[src/hw/dow_map.svh]
// Purpose: Offsets, field positions, reset values and timing counts of the option word decoder
// Assumes: 200 MHz core clock
// Notes:   Definitions only
`ifndef DOW_MAP_SVH
`define DOW_MAP_SVH
// ****************************************
// Address map
// ****************************************
`define DOW_CFG_SPACE_LO 16'h2000
`define DOW_CFG_SPACE_HI 16'h3FFF
`define DOW_OPTION_ADDR 16'h2007
// ****************************************
// Field positions of the option word
// ****************************************
`define DOW_OSC_LSB 0
`define DOW_OSC_MSB 2
`define DOW_WDOG_BIT 3
`define DOW_PUD_DIS_BIT 4
`define DOW_RSTPIN_BIT 5
`define DOW_LOCK_BIT 6
`define DOW_IFREQ_BIT 7
`define DOW_BOR_LSB 8
`define DOW_BOR_MSB 9
// Unprogrammed bits read as one
`define DOW_OPTION_RST 16'hFFFF
// ****************************************
// Timing
// ****************************************
`define DOW_CLK_MHZ 200
`define DOW_PUD_MS 64
`define DOW_PUD_CYC (`DOW_PUD_MS * 1000 * `DOW_CLK_MHZ)
`define DOW_OST_CYC 1024
`endif

[src/hw/dow_pkg.sv]
// Purpose: Types of the option word decoder
// Assumes: Field codes of the oscillator select and codes of the decoder states
// Notes:   Constants live in dow_map.svh
package dow_pkg;
    typedef enum logic [2:0] {
        DOW_OSC_LOW_POWER_CRYSTAL = 3'h0,
        DOW_OSC_STANDARD_CRYSTAL = 3'h1,
        DOW_OSC_FAST_CRYSTAL = 3'h2,
        DOW_OSC_DRIVEN_CLOCK = 3'h3,
        DOW_OSC_INTERNAL_PINS_FREE = 3'h4,
        DOW_OSC_INTERNAL_CLOCK_OUT = 3'h5,
        DOW_OSC_RC_PINS_FREE = 3'h6,
        DOW_OSC_RC_CLOCK_OUT = 3'h7
    } dow_osc_t;
    typedef enum logic [2:0] {
        DOW_ST_PUD = 3'h0,
        DOW_ST_OST = 3'h1,
        DOW_ST_RUN = 3'h2,
        DOW_ST_BOR = 3'h3,
        DOW_ST_SLEEP = 3'h4
    } dow_state_t;
endpackage : dow_pkg

[src/hw/dow_hold_timer.sv]
// Purpose: Down counter that holds reset for a programmable count
// Assumes: Start restarts the count at any time
// Notes:   Done is high once the count ran out
`timescale 1ns/1ps
module dow_hold_timer #(
    parameter int WIDTH = 24
) (
    input wire logic CLK_I,
    input wire logic SYS_RST_I,
    input wire logic CE_I,
    input wire logic start_i,
    input wire logic [WIDTH-1:0] load_i,
    output logic done_o
);
    typedef struct packed {
        logic [WIDTH-1:0] cnt;
        logic busy;
    } dow_tmr_t;
    dow_tmr_t st_r;
    dow_tmr_t st_nxt;
    // ****************************************
    // Count
    // ****************************************
    // Reload on start, so a repeated brown-out restarts the full wait
    always_comb begin
        st_nxt = st_r;
        if (start_i) begin
            st_nxt.cnt = load_i;
            st_nxt.busy = 1'b1;
        end else if (st_r.busy) begin
            if (st_r.cnt <= WIDTH'(1)) begin
                st_nxt.busy = 1'b0;
            end
            st_nxt.cnt = st_r.cnt - WIDTH'(1);
        end
    end
    always_ff @(posedge CLK_I) begin
        if (SYS_RST_I) begin
            st_r <= '0;
        end else if (CE_I) begin
            st_r <= st_nxt;
        end
    end
    assign done_o = ~st_r.busy & ~start_i;
endmodule : dow_hold_timer

[src/hw/dow_option_decode.sv]
// Purpose: Option word decode, power-up and brown-out reset hold, sleep wake sources
// Assumes: Option word arrives from configuration memory; SYS_RST_I is the power-on pulse
// Notes:   Settings are captured once after reset and held while running
//
// Contract
// - Power-up holds reset for 64 ms
// - Start-up timer waits for stable crystal
// - Brown-out resets, optionally holding 64 ms
// - Sleep wakes on reset, watchdog, interrupt
// - Programmed bit reads 0, unprogrammed 1
// - Option word lives at 2007h
// - Configuration space reachable only while programming
// - Unlocking code erases all program memory
// - Bit 5 selects reset pin or input
// - Bit 4 one disables power-up timer
// - Bit 3 one enables watchdog
// - Oscillator codes for RC and internal
// - Oscillator codes for clock input, crystals
// - Brown-out enable leaves power-up timer alone
// - Reset pin stops internal or RC oscillator
// - Brown-out mode 10 off during sleep
`timescale 1ns/1ps
`include "dow_map.svh"
module dow_option_decode
    import dow_pkg::*;
#(
    parameter int PUD_CYC = `DOW_PUD_CYC,
    parameter int OST_CYC = `DOW_OST_CYC,
    parameter int TW = 24
) (
    input wire logic CLK_I,
    input wire logic SYS_RST_I,
    input wire logic CE_I,
    input wire logic PROG_MODE_I,
    input wire logic [15:0] PROG_ADDR_I,
    input wire logic [15:0] PROG_WDATA_I,
    input wire logic PROG_WR_I,
    input wire logic PROG_BULK_ERASE_I,
    input wire logic RESET_PIN_N_I,
    input wire logic BROWNOUT_I,
    input wire logic SLEEP_REQ_I,
    input wire logic WDOG_WAKE_I,
    input wire logic IRQ_WAKE_I,
    output logic [15:0] PROG_RDATA_O,
    output logic [2:0] OSC_MODE_O,
    output logic CLOCK_OUT_EN_O,
    output logic OSC_PIN1_IO_O,
    output logic OSC_PIN2_IO_O,
    output logic OSC_RUN_O,
    output logic WDOG_EN_O,
    output logic FAST_INT_OSC_O,
    output logic CODE_LOCK_O,
    output logic PROG_MEM_ERASE_O,
    output logic BROWNOUT_DET_EN_O,
    output logic CORE_RESET_O,
    output logic SLEEPING_O,
    output logic [2:0] WAKE_SRC_O
);
    typedef struct packed {
        logic [15:0] word;
        logic [15:0] held;
        logic captured;
        dow_state_t state;
        logic erase;
        logic [2:0] wake;
        logic [1:0] pin_s;
        logic [1:0] bo_s;
    } dow_st_t;
    dow_st_t st_r;
    dow_st_t st_nxt;
    logic pud_start;
    logic pud_done;
    logic ost_start;
    logic ost_done;
    logic pud_off;
    logic osc_crystal;
    logic pin_reset;
    logic bo_on;
    logic in_cfg;
    dow_osc_t osc;
    // ****************************************
    // Held decode
    // ****************************************
    assign osc = dow_osc_t'(st_r.held[`DOW_OSC_MSB:`DOW_OSC_LSB]);
    assign pud_off = st_r.held[`DOW_PUD_DIS_BIT];
    assign osc_crystal = (osc == DOW_OSC_LOW_POWER_CRYSTAL) || (osc == DOW_OSC_STANDARD_CRYSTAL)
        || (osc == DOW_OSC_FAST_CRYSTAL);
    // Pin only counts as reset when its function bit selects it
    assign pin_reset = st_r.held[`DOW_RSTPIN_BIT] & ~st_r.pin_s[1];
    // Mode 11 always, 10 only while awake, 0x never
    assign bo_on = st_r.held[`DOW_BOR_MSB]
        & (st_r.held[`DOW_BOR_LSB] | (st_r.state != DOW_ST_SLEEP));
    assign in_cfg = (PROG_ADDR_I >= `DOW_CFG_SPACE_LO) && (PROG_ADDR_I <= `DOW_CFG_SPACE_HI);
    // ****************************************
    // Next state
    // ****************************************
    always_comb begin
        st_nxt = st_r;
        pud_start = 1'b0;
        ost_start = 1'b0;
        st_nxt.erase = 1'b0;
        // Pins come from outside, two flops first
        st_nxt.pin_s = {st_r.pin_s[0], RESET_PIN_N_I};
        st_nxt.bo_s = {st_r.bo_s[0], BROWNOUT_I};
        // Writes only reach the word while programming
        if (PROG_MODE_I && PROG_WR_I && (PROG_ADDR_I == `DOW_OPTION_ADDR)) begin
            st_nxt.word = PROG_WDATA_I;
            // Clearing the lock erases memory first
            if (!st_r.word[`DOW_LOCK_BIT] && PROG_WDATA_I[`DOW_LOCK_BIT]) begin
                st_nxt.erase = 1'b1;
            end
        end
        if (PROG_MODE_I && PROG_BULK_ERASE_I) begin
            st_nxt.word = `DOW_OPTION_RST;
            st_nxt.erase = 1'b1;
        end
        // Capture once, on the first edge after reset
        if (!st_r.captured) begin
            st_nxt.held = st_r.word;
            st_nxt.captured = 1'b1;
            pud_start = ~st_r.word[`DOW_PUD_DIS_BIT];
        end
        case (st_r.state)
            DOW_ST_PUD: begin
                if (st_r.captured && pud_done) begin
                    ost_start = osc_crystal;
                    st_nxt.state = DOW_ST_OST;
                end
            end
            DOW_ST_OST: begin
                if (ost_done && !ost_start) begin
                    st_nxt.state = DOW_ST_RUN;
                end
            end
            DOW_ST_RUN: begin
                if (SLEEP_REQ_I) begin
                    st_nxt.state = DOW_ST_SLEEP;
                    st_nxt.wake = 3'h0;
                end
            end
            DOW_ST_SLEEP: begin
                if (pin_reset || WDOG_WAKE_I || IRQ_WAKE_I) begin
                    st_nxt.wake = {IRQ_WAKE_I, WDOG_WAKE_I, pin_reset};
                    st_nxt.state = DOW_ST_RUN;
                end
            end
            DOW_ST_BOR: begin
                // Wait for supply back, then the optional hold
                if (!st_r.bo_s[1]) begin
                    pud_start = ~pud_off;
                    st_nxt.state = DOW_ST_PUD;
                end
            end
            default: begin
                st_nxt.state = DOW_ST_PUD;
            end
        endcase
        // Brown-out wins over everything, restarting the hold
        if (st_r.captured && bo_on && st_r.bo_s[1]) begin
            st_nxt.state = DOW_ST_BOR;
            pud_start = 1'b0;
            ost_start = 1'b0;
        end
    end
    // Option word is nonvolatile: reset keeps it, and a programmer may still write it then
    always_ff @(posedge CLK_I) begin
        if (SYS_RST_I) begin
            st_r.word <= st_nxt.word;
            st_r.held <= `DOW_OPTION_RST;
            st_r.captured <= 1'b0;
            st_r.state <= DOW_ST_PUD;
            st_r.erase <= 1'b0;
            st_r.wake <= 3'h0;
            st_r.pin_s <= 2'h3;
            st_r.bo_s <= 2'h0;
        end else if (CE_I) begin
            st_r <= st_nxt;
        end
    end
    // ****************************************
    // Timers
    // ****************************************
    dow_hold_timer #(.WIDTH(TW)) u_pud (
        .CLK_I(CLK_I),
        .SYS_RST_I(SYS_RST_I),
        .CE_I(CE_I),
        .start_i(pud_start),
        .load_i(TW'(PUD_CYC)),
        .done_o(pud_done)
    );
    dow_hold_timer #(.WIDTH(TW)) u_ost (
        .CLK_I(CLK_I),
        .SYS_RST_I(SYS_RST_I),
        .CE_I(CE_I),
        .start_i(ost_start),
        .load_i(TW'(OST_CYC)),
        .done_o(ost_done)
    );
    // ****************************************
    // Outputs
    // ****************************************
    // Read data outside config space or outside programming reads zero
    assign PROG_RDATA_O = (PROG_MODE_I && in_cfg && PROG_ADDR_I == `DOW_OPTION_ADDR)
        ? st_r.word : 16'h0000;
    assign OSC_MODE_O = st_r.held[`DOW_OSC_MSB:`DOW_OSC_LSB];
    assign CLOCK_OUT_EN_O = (osc == DOW_OSC_RC_CLOCK_OUT) || (osc == DOW_OSC_INTERNAL_CLOCK_OUT);
    assign OSC_PIN1_IO_O = (osc == DOW_OSC_INTERNAL_CLOCK_OUT)
        || (osc == DOW_OSC_INTERNAL_PINS_FREE);
    assign OSC_PIN2_IO_O = (osc == DOW_OSC_RC_PINS_FREE) || (osc == DOW_OSC_INTERNAL_PINS_FREE)
        || (osc == DOW_OSC_DRIVEN_CLOCK);
    // Internal and RC oscillators stop while reset pin is held
    assign OSC_RUN_O = ~(osc[2] & pin_reset);
    assign WDOG_EN_O = st_r.held[`DOW_WDOG_BIT];
    assign FAST_INT_OSC_O = st_r.held[`DOW_IFREQ_BIT];
    assign CODE_LOCK_O = ~st_r.held[`DOW_LOCK_BIT];
    assign PROG_MEM_ERASE_O = st_r.erase;
    assign BROWNOUT_DET_EN_O = bo_on;
    assign CORE_RESET_O = (st_r.state == DOW_ST_PUD) || (st_r.state == DOW_ST_OST)
        || (st_r.state == DOW_ST_BOR) || pin_reset || PROG_MODE_I;
    assign SLEEPING_O = (st_r.state == DOW_ST_SLEEP);
    assign WAKE_SRC_O = st_r.wake;
endmodule : dow_option_decode

[config.mk]
export PLATFORM = sky130hd
export DESIGN_NAME = dow_option_decode
export DESIGN_NICKNAME = d
export VERILOG_FILES = /design/src/hw/dow_pkg.sv /design/src/hw/dow_hold_timer.sv /design/src/hw/dow_option_decode.sv
export VERILOG_INCLUDE_DIRS = /design/src /design/src/hw
export SDC_FILE = /design/constraint.sdc
export NUM_CORES = 1
export LEC_CHECK = 0
export ABC_AREA = 1
export BUFFER_PORTS_ARGS = -buffer_cell sky130_fd_sc_hd__buf_2
export CORE_ASPECT_RATIO = 1.4
export CORE_UTILIZATION = 50
export DETAILED_ROUTE_END_ITERATION = 6
export HOLD_SLACK_MARGIN = 0.05
export PLACE_DENSITY = 0.7
export SLEW_MARGIN = 20
export SYNTH_ARGS = -nofsm -noshare
export SYNTH_HDL_FRONTEND = slang
export SYNTH_SLANG_ARGS = --single-unit
[constraint.sdc]
create_clock -name CLK_I -period 2 [get_ports CLK_I]
set_input_delay 0.1 -clock CLK_I [delete_from_list [all_inputs] [get_ports CLK_I]]
set_output_delay 0.1 -clock CLK_I [all_outputs]
set_load 0.01 [all_outputs]
## Word-level counts from Yosys, hierarchy flattened

Index checks and enable logic that the tools add are counted.

- Bits in registers: 94
- Input port bits: 43
- Output and inout port bits: 33
- Word-level logic and storage cells: 120

- $add $sub $neg: 2
- Order comparisons: 4
- Eq/ne operators: 20
- Muxes and demuxes: 32
- Bitwise gates (word level): 16
- Reductions and logical operators: 34

Operators with widths:

| operator | count |
|---|---|
| 25-bit two-way mux | 4 |
| 44-bit two-way mux | 2 |
| 24-bit by 1-bit less-or-equal comparator with 1-bit output (second input constant) | 2 |
| 16-bit two-way mux | 3 |
| 24-bit by 1-bit subtractor with 24-bit output (second input constant) | 2 |
| 3-bit two-way mux | 8 |
| 17-bit two-way mux | 1 |
| 16-bit by 14-bit == test with 1-bit output (second input constant) | 1 |
| 16-bit by 14-bit >= comparator with 1-bit output (second input constant) | 1 |
| 16-bit by 14-bit less-or-equal comparator with 1-bit output (second input constant) | 1 |
| 3-bit == test (second input constant) | 5 |
| 3-bit != test (second input constant) | 5 |
| 3-bit one-hot mux with 5 select lines | 1 |
| 3-bit by 2-bit == test with 1-bit output (second input constant) | 4 |
| 1-bit logical OR | 12 |
| 1-bit two-way mux | 12 |
| 1-bit logical AND | 10 |
| 1-bit NOT | 10 |
| 2-bit nonzero test | 4 |
| 3-bit by 1-bit == test with 1-bit output (second input constant) | 2 |
| 3-bit zero test | 2 |
| 3-bit one-hot mux with 2 select lines | 1 |
| 2-bit AND reduction | 3 |
| 6-bit AND reduction | 1 |
| 7 further kinds | 11 |

## Logic depth before layout (Yosys ltp)

Gate-level depths: netlist of run 1.

- Depth after elaboration: 19
- Depth in mapped cells: 13
- Depth with buffers taken out: 12

## Modules after synthesis

A second synthesis of run 1 with hierarchy kept.

- Cells, all modules: 896
- Area total of the unflattened synthesis: 5920.7 µm²

Modules (own cells, without submodules):

| module | times used | cells each | area each (µm²) | seq. area each (µm²) |
|---|---|---|---|---|
| dow_hold_timer | 2 | 281 | 1801.7 | 500.5 |
| dow_option_decode | 1 | 334 | 2317.2 | 920.9 |

## Worst setup path after synthesis of run 1

Ideal clock, no wire load.

- Path kind: input to register
- From: input CE_I
- To: register st_r[28] in the netlist's numbering, enable pin
- Library setup time: 0.387 ns
- Arrival time: 1.388 ns
- Setup slack: 0.225 ns
- Cell stages on the path: 5
- Path through: buf_2 -> inv_1 -> buf_2 -> nand2_1 -> clkbuf_1

- Cells in the longest elaborated chain, start to end: 1

RTL lines:

| what | line | text |
|---|---|---|
| from (decl) | dow_option_decode.sv:33 | `input wire logic CE_I,` |
| 2-bit nonzero test (no line) | n/a |  |
| to (signal assigned) | dow_option_decode.sv:177 | `st_r <= st_nxt;` |
| to (decl) | dow_option_decode.sv:69 | `dow_st_t st_r;` |

Every way passes these cells.
A chain may end at the register's enable or synchronous reset.

## Worst setup path in the final report of run 1

- From: register st_r[9] in the netlist's numbering
- To: register u_pud.st_r[7] in the netlist's numbering

- Cells in the longest elaborated chain, start to end: 8

RTL lines:

| what | line | text |
|---|---|---|
| 3-bit != test | dow_option_decode.sv:92 | `` & (st_r.held[`DOW_BOR_LSB] \| (st_r.state != DOW_ST_SLEEP)); `` |
| 1-bit OR | dow_option_decode.sv:92 |  |
| 1-bit AND | dow_option_decode.sv:91 | `` assign bo_on = st_r.held[`DOW_BOR_MSB] `` |
| 1-bit logical AND (2 in series) | dow_option_decode.sv:159 | `if (st_r.captured && bo_on && st_r.bo_s[1]) begin` |
| 1-bit two-way mux * | dow_option_decode.sv:159 |  |
| 2-bit nonzero test (no line) | n/a |  |
| 2-bit AND reduction (no line) | n/a |  |
| to (signal assigned) | dow_hold_timer.sv:41 | `st_r <= st_nxt;` |
| to (decl) | dow_hold_timer.sv:19 | `dow_tmr_t st_r;` |

Every way passes the cells marked *; elsewhere a longest branch is shown, timed or not.

==> results of run 1 <==
[critical path, stage by stage, from the launching register on]
cell     delay, ps
dfxtp_2        410
nand2_2         70
nor2_2         130
nand3_2        120
nand2_4        130
nand2_4         90
nand2_4        140
inv_2          140
nor2_2         140
nand2_1         80
o21ai_0        150
a21oi_1         50
[final timing paths]
check,slack [ps],from,end,depth (start not counted)
hold reg to reg,470,WAKE_SRC_O[0],WAKE_SRC_O[0],2
setup reg to reg,220,st_r[9],u_pud.st_r[7],11
setup / recovery,220,st_r[9],u_pud.st_r[7],11
hold / removal,70,PROG_BULK_ERASE_I,PROG_MEM_ERASE_O,3
[through the flow]
step	instance area, µm²	util	setup slack [ps]	total power, mW
6_report	5900	0.596	223	4.85
3_3_place_gp	5560	0.562	216	3.18
4_1_cts	5900	0.596	128	4.86
5_1_grt	5900	0.596	24.1	5.12
2_1_floorplan	5110	-	225	2.95
3_5_place_dp	5560	0.562	168	3.21
[logic make-up after synthesis]
logic type,count (synthesis)
fa+ha+maj,4
buf+inv,139
simple gates,410
compound gates,88
xor+xnor,23
flops,88
[per-layer routing]
layer  track usage  wire, µm
met1         0.276      5110
met4         0.129       344
met5             0         0
met3        0.0366       447
met2         0.454      6430
[cell usage after synthesis, types with 2 or more instances]
library cell	instances
nand2_2	5
o31ai_1	2
buf_1	3
nor4_1	4
a31oi_1	4
nand3_1	49
o21bai_1	2
o21ai_0	16
nor2_4	3
nand3b_1	2
a21oi_1	45
dfxtp_1	72
nand4_1	29
nor2_1	117
and2_1	2
ha_1	4
clkbuf_1	11
nand3_2	3
nor2_2	5
o21ai_1	3
buf_6	4
xor2_1	18
or2_1	2
o211ai_1	10
or2_2	2
inv_2	5
nor3_1	6
buf_4	8
nor4_2	2
buf_2	5
xnor2_1	5
edfxtp_1	16
nand2_1	170
nand2_4	3
a21oi_2	2
inv_1	102
or2_4	2
[registers in the layout (all words and copies together) (netlist names)]
name / count
st_r: 26
pud_off: 1
st_nxt: 2
FAST_INT_OSC_O: 1
u_ost.st_r: 25
PROG_MEM_ERASE_O: 1
WAKE_SRC_O: 3
OSC_MODE_O: 3
WDOG_EN_O: 1
u_pud.st_r: 25
[what timing repair did]
action                                  in CTS  in global routing
hold buffers                                 6                  0
endpoints found under the setup margin       0                 11
gates resized for setup                      0                  2
hold endpoints to repair                     8                  0
[layout make-up]
type / instances / area, µm² / share of cell area
tap: 135 / 169 / 0.0286
clock buffer: 12 / 236 / 0.0401
clock inverter: 3 / 46.3 / 0.00784
multi-input combinational: 525 / 2600 / 0.440
timing repair buffer: 91 / 523 / 0.0886
sequential: 88 / 1920 / 0.326
inverter: 108 / 405 / 0.0687
[power groups by stage]
stage                     clock, mW  combinational, mW  sequential [mW]
after global placement            0               1.06             2.12
final                          1.64               1.11             2.10
after CTS                      1.67               1.10             2.09
after detailed placement          0               1.08             2.13
after floorplan                   0              0.863             2.09
after global routing           1.74               1.26             2.12
[layout by cell type (no fill, tap or decap), drive strengths merged, types with 7 or more instances in the layout]
cell type / synthesis / routed
nand2: 178 / 178
nor2: 125 / 125
inv: 107 / 107
buf: 20 / 85
dfxtp: 72 / 72
nand3: 52 / 52
a21oi: 47 / 47
nand4: 30 / 30
o21ai: 20 / 20
xor2: 18 / 18
edfxtp: 16 / 16
clkbuf: 11 / 12
o211ai: 10 / 10
or2: 7 / 7
==> impl_metrics.csv, run 1 <==
group,metric,value,unit
run_status,status,"complete, no violations",
timing,tightest_slew,577,ps
setup_path,path_class,"reg2reg",
finish,area_delta_synth_final,15.5,%
pwr,power.internal,3.33,mW
timing,fin_skew,6.96,ps
grt,grt_use_total,0.250,
grt,grt_pass1_wl,20.8,mm
finish,fin_cells,962,
drt,wl_per_cell,12.8,µm
floorplan,io_pins,76,
drt,postRouteAntennaNets,0,
floorplan,num_rows,43,
synth,postSynthAreaPerCell,6.80,µm²
pwr,pwr-share-comb,0.229,
pwr,power_leakage,3.00,nW
synth,yosysWarnings,0,
synth,synth_area_leaders,"dfxtp_1 (28%), nand2_1 (12%), edfxtp_1 (9.4%), nor2_1 (8.6%), inv_1 (7.5%)",
job,maxCapViolCount,0,
timing,finalHoldViolations,0,
floorplan,dieArea,10600,µm²
pwr,seq_power_share,0.433,
floorplan,core_region_area,9900,µm²
cts,cts_root_buf,"clkbuf_16",
synth,synth_edf_count,16,
synth,seq_area_frac_synth,0.376,
timing,slew_violations,0,
synth,synth_compound_area_frac,0.0982,
drt,firstDrtPassIters,5,
synth,synth-xor-area-share,0.0394,
cts,cts_buffers,9,
timing,whs,74.7,ps
grt,antenna_found_initial,0,
synth,synth_top_area_share,0.282,
pwr,p_per_area,821,nW/µm²
timing,fin_setup_tns,0,ps
worst_hold_path,min_path_type,"in2reg",
pwr,switchingPower,1.51,mW
placement,port_buffers,75,
floorplan,initial_core_util,0.516,
finish,drive_above_1_share,0.162,
cts,clock-sinks,88,
timing,max_freq,563,MHz
placement,dp.cells,941,
cts,cts.htree.levels,3,
synth,syn-num-nets,799,
pwr,p_sw_frac,0.312,
setup_path,critPathCaptureType,"register",
timing,period_share,0.889,
drt,first_iter_violations,291,
cts,clk_latency,340,ps
pwr,pwr-share-clk,0.337,
timing,rsz0062_at_grt,"false",
setup_path,cp.arrival,2010,ps
drt,viasPerCell,5.19,
setup_path,cp-start-kind,"register",
cts,clkTransAtPathRegs,60,ps
synth,synthAdderAreaFrac,0.00979,
cts,post_cts.repair.setup_buffers,0,
synth,synth_top_family_by_area,"simple AND/OR/NAND/NOR gates",
placement,hpwl,8.93,mm
finish,antenna_cells,0,
grt,grt_pass1_vias,4748,
synth,yosys_most_used_dff,"dfxtp_1",
synth,synth_area,5110,µm²
timing,setup_violations,0,
grt,grt-ovfl-total,0,
cts,cts_tree,"done",
drt,totalWireLength,12.3,mm
synth,synthCells,752,
synth,synth_top_cell_by_area,"dfxtp_1",
grt,grt_max_degree,33,
synth,ys_ff_latch,88,
floorplan,die_w,87.4,µm
synth,synth-simple-area-share,0.361,
timing,slew_headroom,0.615,
pwr,irDropWorstVdd,0.472,mV
synth,synthArstFlopShare,0,
floorplan,die_h,122,µm
cts,clock_path_buffers,2,
synth,synth_mux_area_frac,0,
setup_path,cp_data_required_time,2230,ps
setup_path,worst-path-max-fanout,12,
finish,fillers,982,
drt,drc,0,
synth,yosysUniqueCellTypes,46,
timing,period_needed,1780,ps
finish,fin_nets,870,
drt,vias,4997,
placement,gp_congestion,0.903,
Note: power is estimated with default switching activity, not from simulation.
==> inputs of run 2 (changes only) <==
--- a/config.mk
+++ b/config.mk
@@ -10,6 +10,7 @@
 export BUFFER_PORTS_ARGS = -buffer_cell sky130_fd_sc_hd__buf_2
 export CORE_ASPECT_RATIO = 1.4
 export CORE_UTILIZATION = 50
+export CTS_BUF_LIST = sky130_fd_sc_hd__clkbuf_2
 export DETAILED_ROUTE_END_ITERATION = 6
 export HOLD_SLACK_MARGIN = 0.05
 export PLACE_DENSITY = 0.7
==> impl_metrics.csv, run 2 (synthesis results as in run 1) <==
group,metric,value,unit
finish,top_regs,"st_r x26, u_ost.st_r x25, u_pud.st_r x25",
pwr,p_per_area,697,nW/µm²
setup_path,critPathCaptureType,"register",
finish,fillers,983,
setup_path,r2r-start,"st_r[8]",
placement,post-place-ws,168,ps
drt,vias,5074,
timing,fin_skew,33.7,ps
drt,top_layer,"met4",
finish,fin_nets,892,
drt,wl_met1,5.10,mm
cts,clock-sinks,88,
floorplan,die_w,87.4,µm
setup_path,timing.rr.end,"WAKE_SRC_O[1]",
job,maxCapViolCount,0,
cts,cts_tree,"done",
worst_hold_path,min_path_type,"in2reg",
setup_path,r2r_slack,170,ps
grt,grt_pass1_wl,21.4,mm
placement,gp_congestion,0.903,
drt,wl_per_cell,12.8,µm
timing,period_share,0.916,
floorplan,dieArea,10600,µm²
setup_path,worst-path-max-fanout,6,
drt,met2_length,6.71,mm
placement,dp.cells,941,
floorplan,num_rows,43,
timing,rsz0062_at_grt,"false",
grt,antenna_found_initial,0,
timing,slew_headroom,0.615,
finish,final_common_cell,"nand2_1",
drt,first_iter_violations,284,
finish,area_delta_synth_final,16.5,%
finish,fin_cells,984,
drt,postRouteAntennaNets,0,
setup_path,cp.arrival,2360,ps
floorplan,io_pins,76,
floorplan,core_region_area,9900,µm²
finish,drive_above_1_share,0.166,
setup_path,cp-start-kind,"register",
cts,clk_latency,550,ps
setup_path,path_class,"reg2reg",
timing,period_needed,1830,ps
placement,port_buffers,75,
finish,largest-register,"st_r",
worst_hold_path,hold_depth,8,
worst_hold_path,min_to,"st_r[42]",
grt,grt_use_total,0.255,
finish,antenna_cells,0,
grt,grt_pass1_vias,4925,
drt,drc,0,
cts,cts_root_buf,"clkbuf_2",
drt,totalWireLength,12.6,mm
timing,setup_slack,168,ps
timing,fin_setup_tns,0,ps
cts,cts_buffers,9,
drt,firstDrtPassIters,5,
placement,hpwl,8.93,mm
pwr,irDropWorstVdd,0.374,mV
placement,dpl_cell_area,5560,µm²
floorplan,initial_core_util,0.516,
finish,ff_latch_area,1930,µm²
drt,viasPerCell,5.16,
timing,setup_violations,0,
timing,max_freq,546,MHz
cts,clkTransAtPathRegs,240,ps
setup_path,cp_data_required_time,2530,ps
grt,grt_max_degree,33,
drt,wl_met3,431,µm
finish,fin_util,0.601,
finish,multi_input_area,2600,µm²
timing,finalHoldViolations,0,
cts,clock_path_buffers,2,
grt,grt-ovfl-total,0,
pwr,power_leakage,3.03,nW
finish,final_cell_mix,"nand2_1 (169), nor2_1 (117), inv_1 (101)",
finish,final_cell_area,5950,µm²
cts,cts.htree.levels,3,
timing,slew_violations,0,
run_status,status,"complete, no violations",
floorplan,die_h,122,µm
setup_path,r2r_cells,10,
timing,tightest_slew,577,ps
finish,largest_register_ffs,26,
worst_hold_path,hp-start,"PROG_WR_I",
-- run 2: cell types whose count changed in the layout (fill, tap and decap cells not counted), sizes merged --
cell | before | now
dlygate4sd3 | 6 | 27
buf | 85 | 86
-- run 2: area by class of cell --
| cell class | count | area share |
|---|---|---|
| Clock buffer | 12 | 0.0101 |
| Tap cell | 135 | 0.0284 |
| Multi-Input combinational cell | 525 | 0.437 |
| Timing Repair Buffer | 113 | 0.124 |
| Clock inverter | 3 | 0.00777 |
| Sequential cell | 88 | 0.324 |
| Inverter | 108 | 0.0681 |
-- run 2: power breakdown --
group / total, mW / switching [mW] / internal (mW)
Sequential: 2.10 / 0.136 / 1.97
Combinational: 1.16 / 0.717 / 0.439
Clock: 0.890 / 0.591 / 0.299
Total: 4.15 / 1.44 / 2.71
-- run 2: repair_timing --
| item | CTS | global route |
|---|---|---|
| endpoints found under the hold margin | 34 | 0 |
| gates resized for setup | 0 | 7 |
| hold buffers | 27 | 0 |
| setup buffers | 0 | 1 |
| setup endpoints to repair | 0 | 23 |
-- run 2: metrics by stage --
step,hold slack (ps),total power [mW]
6_report,251,4.15
5_1_grt,286,4.42
4_1_cts,221,4.15
3_5_place_dp,321,3.21
3_3_place_gp,333,3.18
2_1_floorplan,226,2.95
-- run 2: routing by layer --
layer  vias to the layer above  GRT usage
li1                       2584          -
met1                      2328      0.280
met2                       130      0.472
met3                        32     0.0285
met4                         0      0.135
met5                         -          0
-- run 2: how the worst max path moves through the flow --
stage / slack (ps) / cells past startpoint / startpoint / to
finish: 170 / 10 / st_r[8] / WAKE_SRC_O[1]
global route: 10 / 9 / st_r[10] / WAKE_SRC_O[1]
CTS: 70 / 10 / st_r[9] / WAKE_SRC_O[1]
detailed placement: 170 / 11 / st_r[9] / u_pud.st_r[7]
global placement: 220 / 11 / st_r[9] / u_pud.st_r[7]
floorplan: 230 / 5 / CE_I / st_r[28]
-- run 2: worst max-delay path, cell delays in order, from the launching register on --
cell and delay [ps]:
dfxtp_4 410, nor2_2 140, nand2_2 90, inv_2 100
nand2_1 50, nand2_1 60, nand2_1 90, inv_1 100
nand3_1 80, a21oi_1 130, dlygate4sd3_1 550
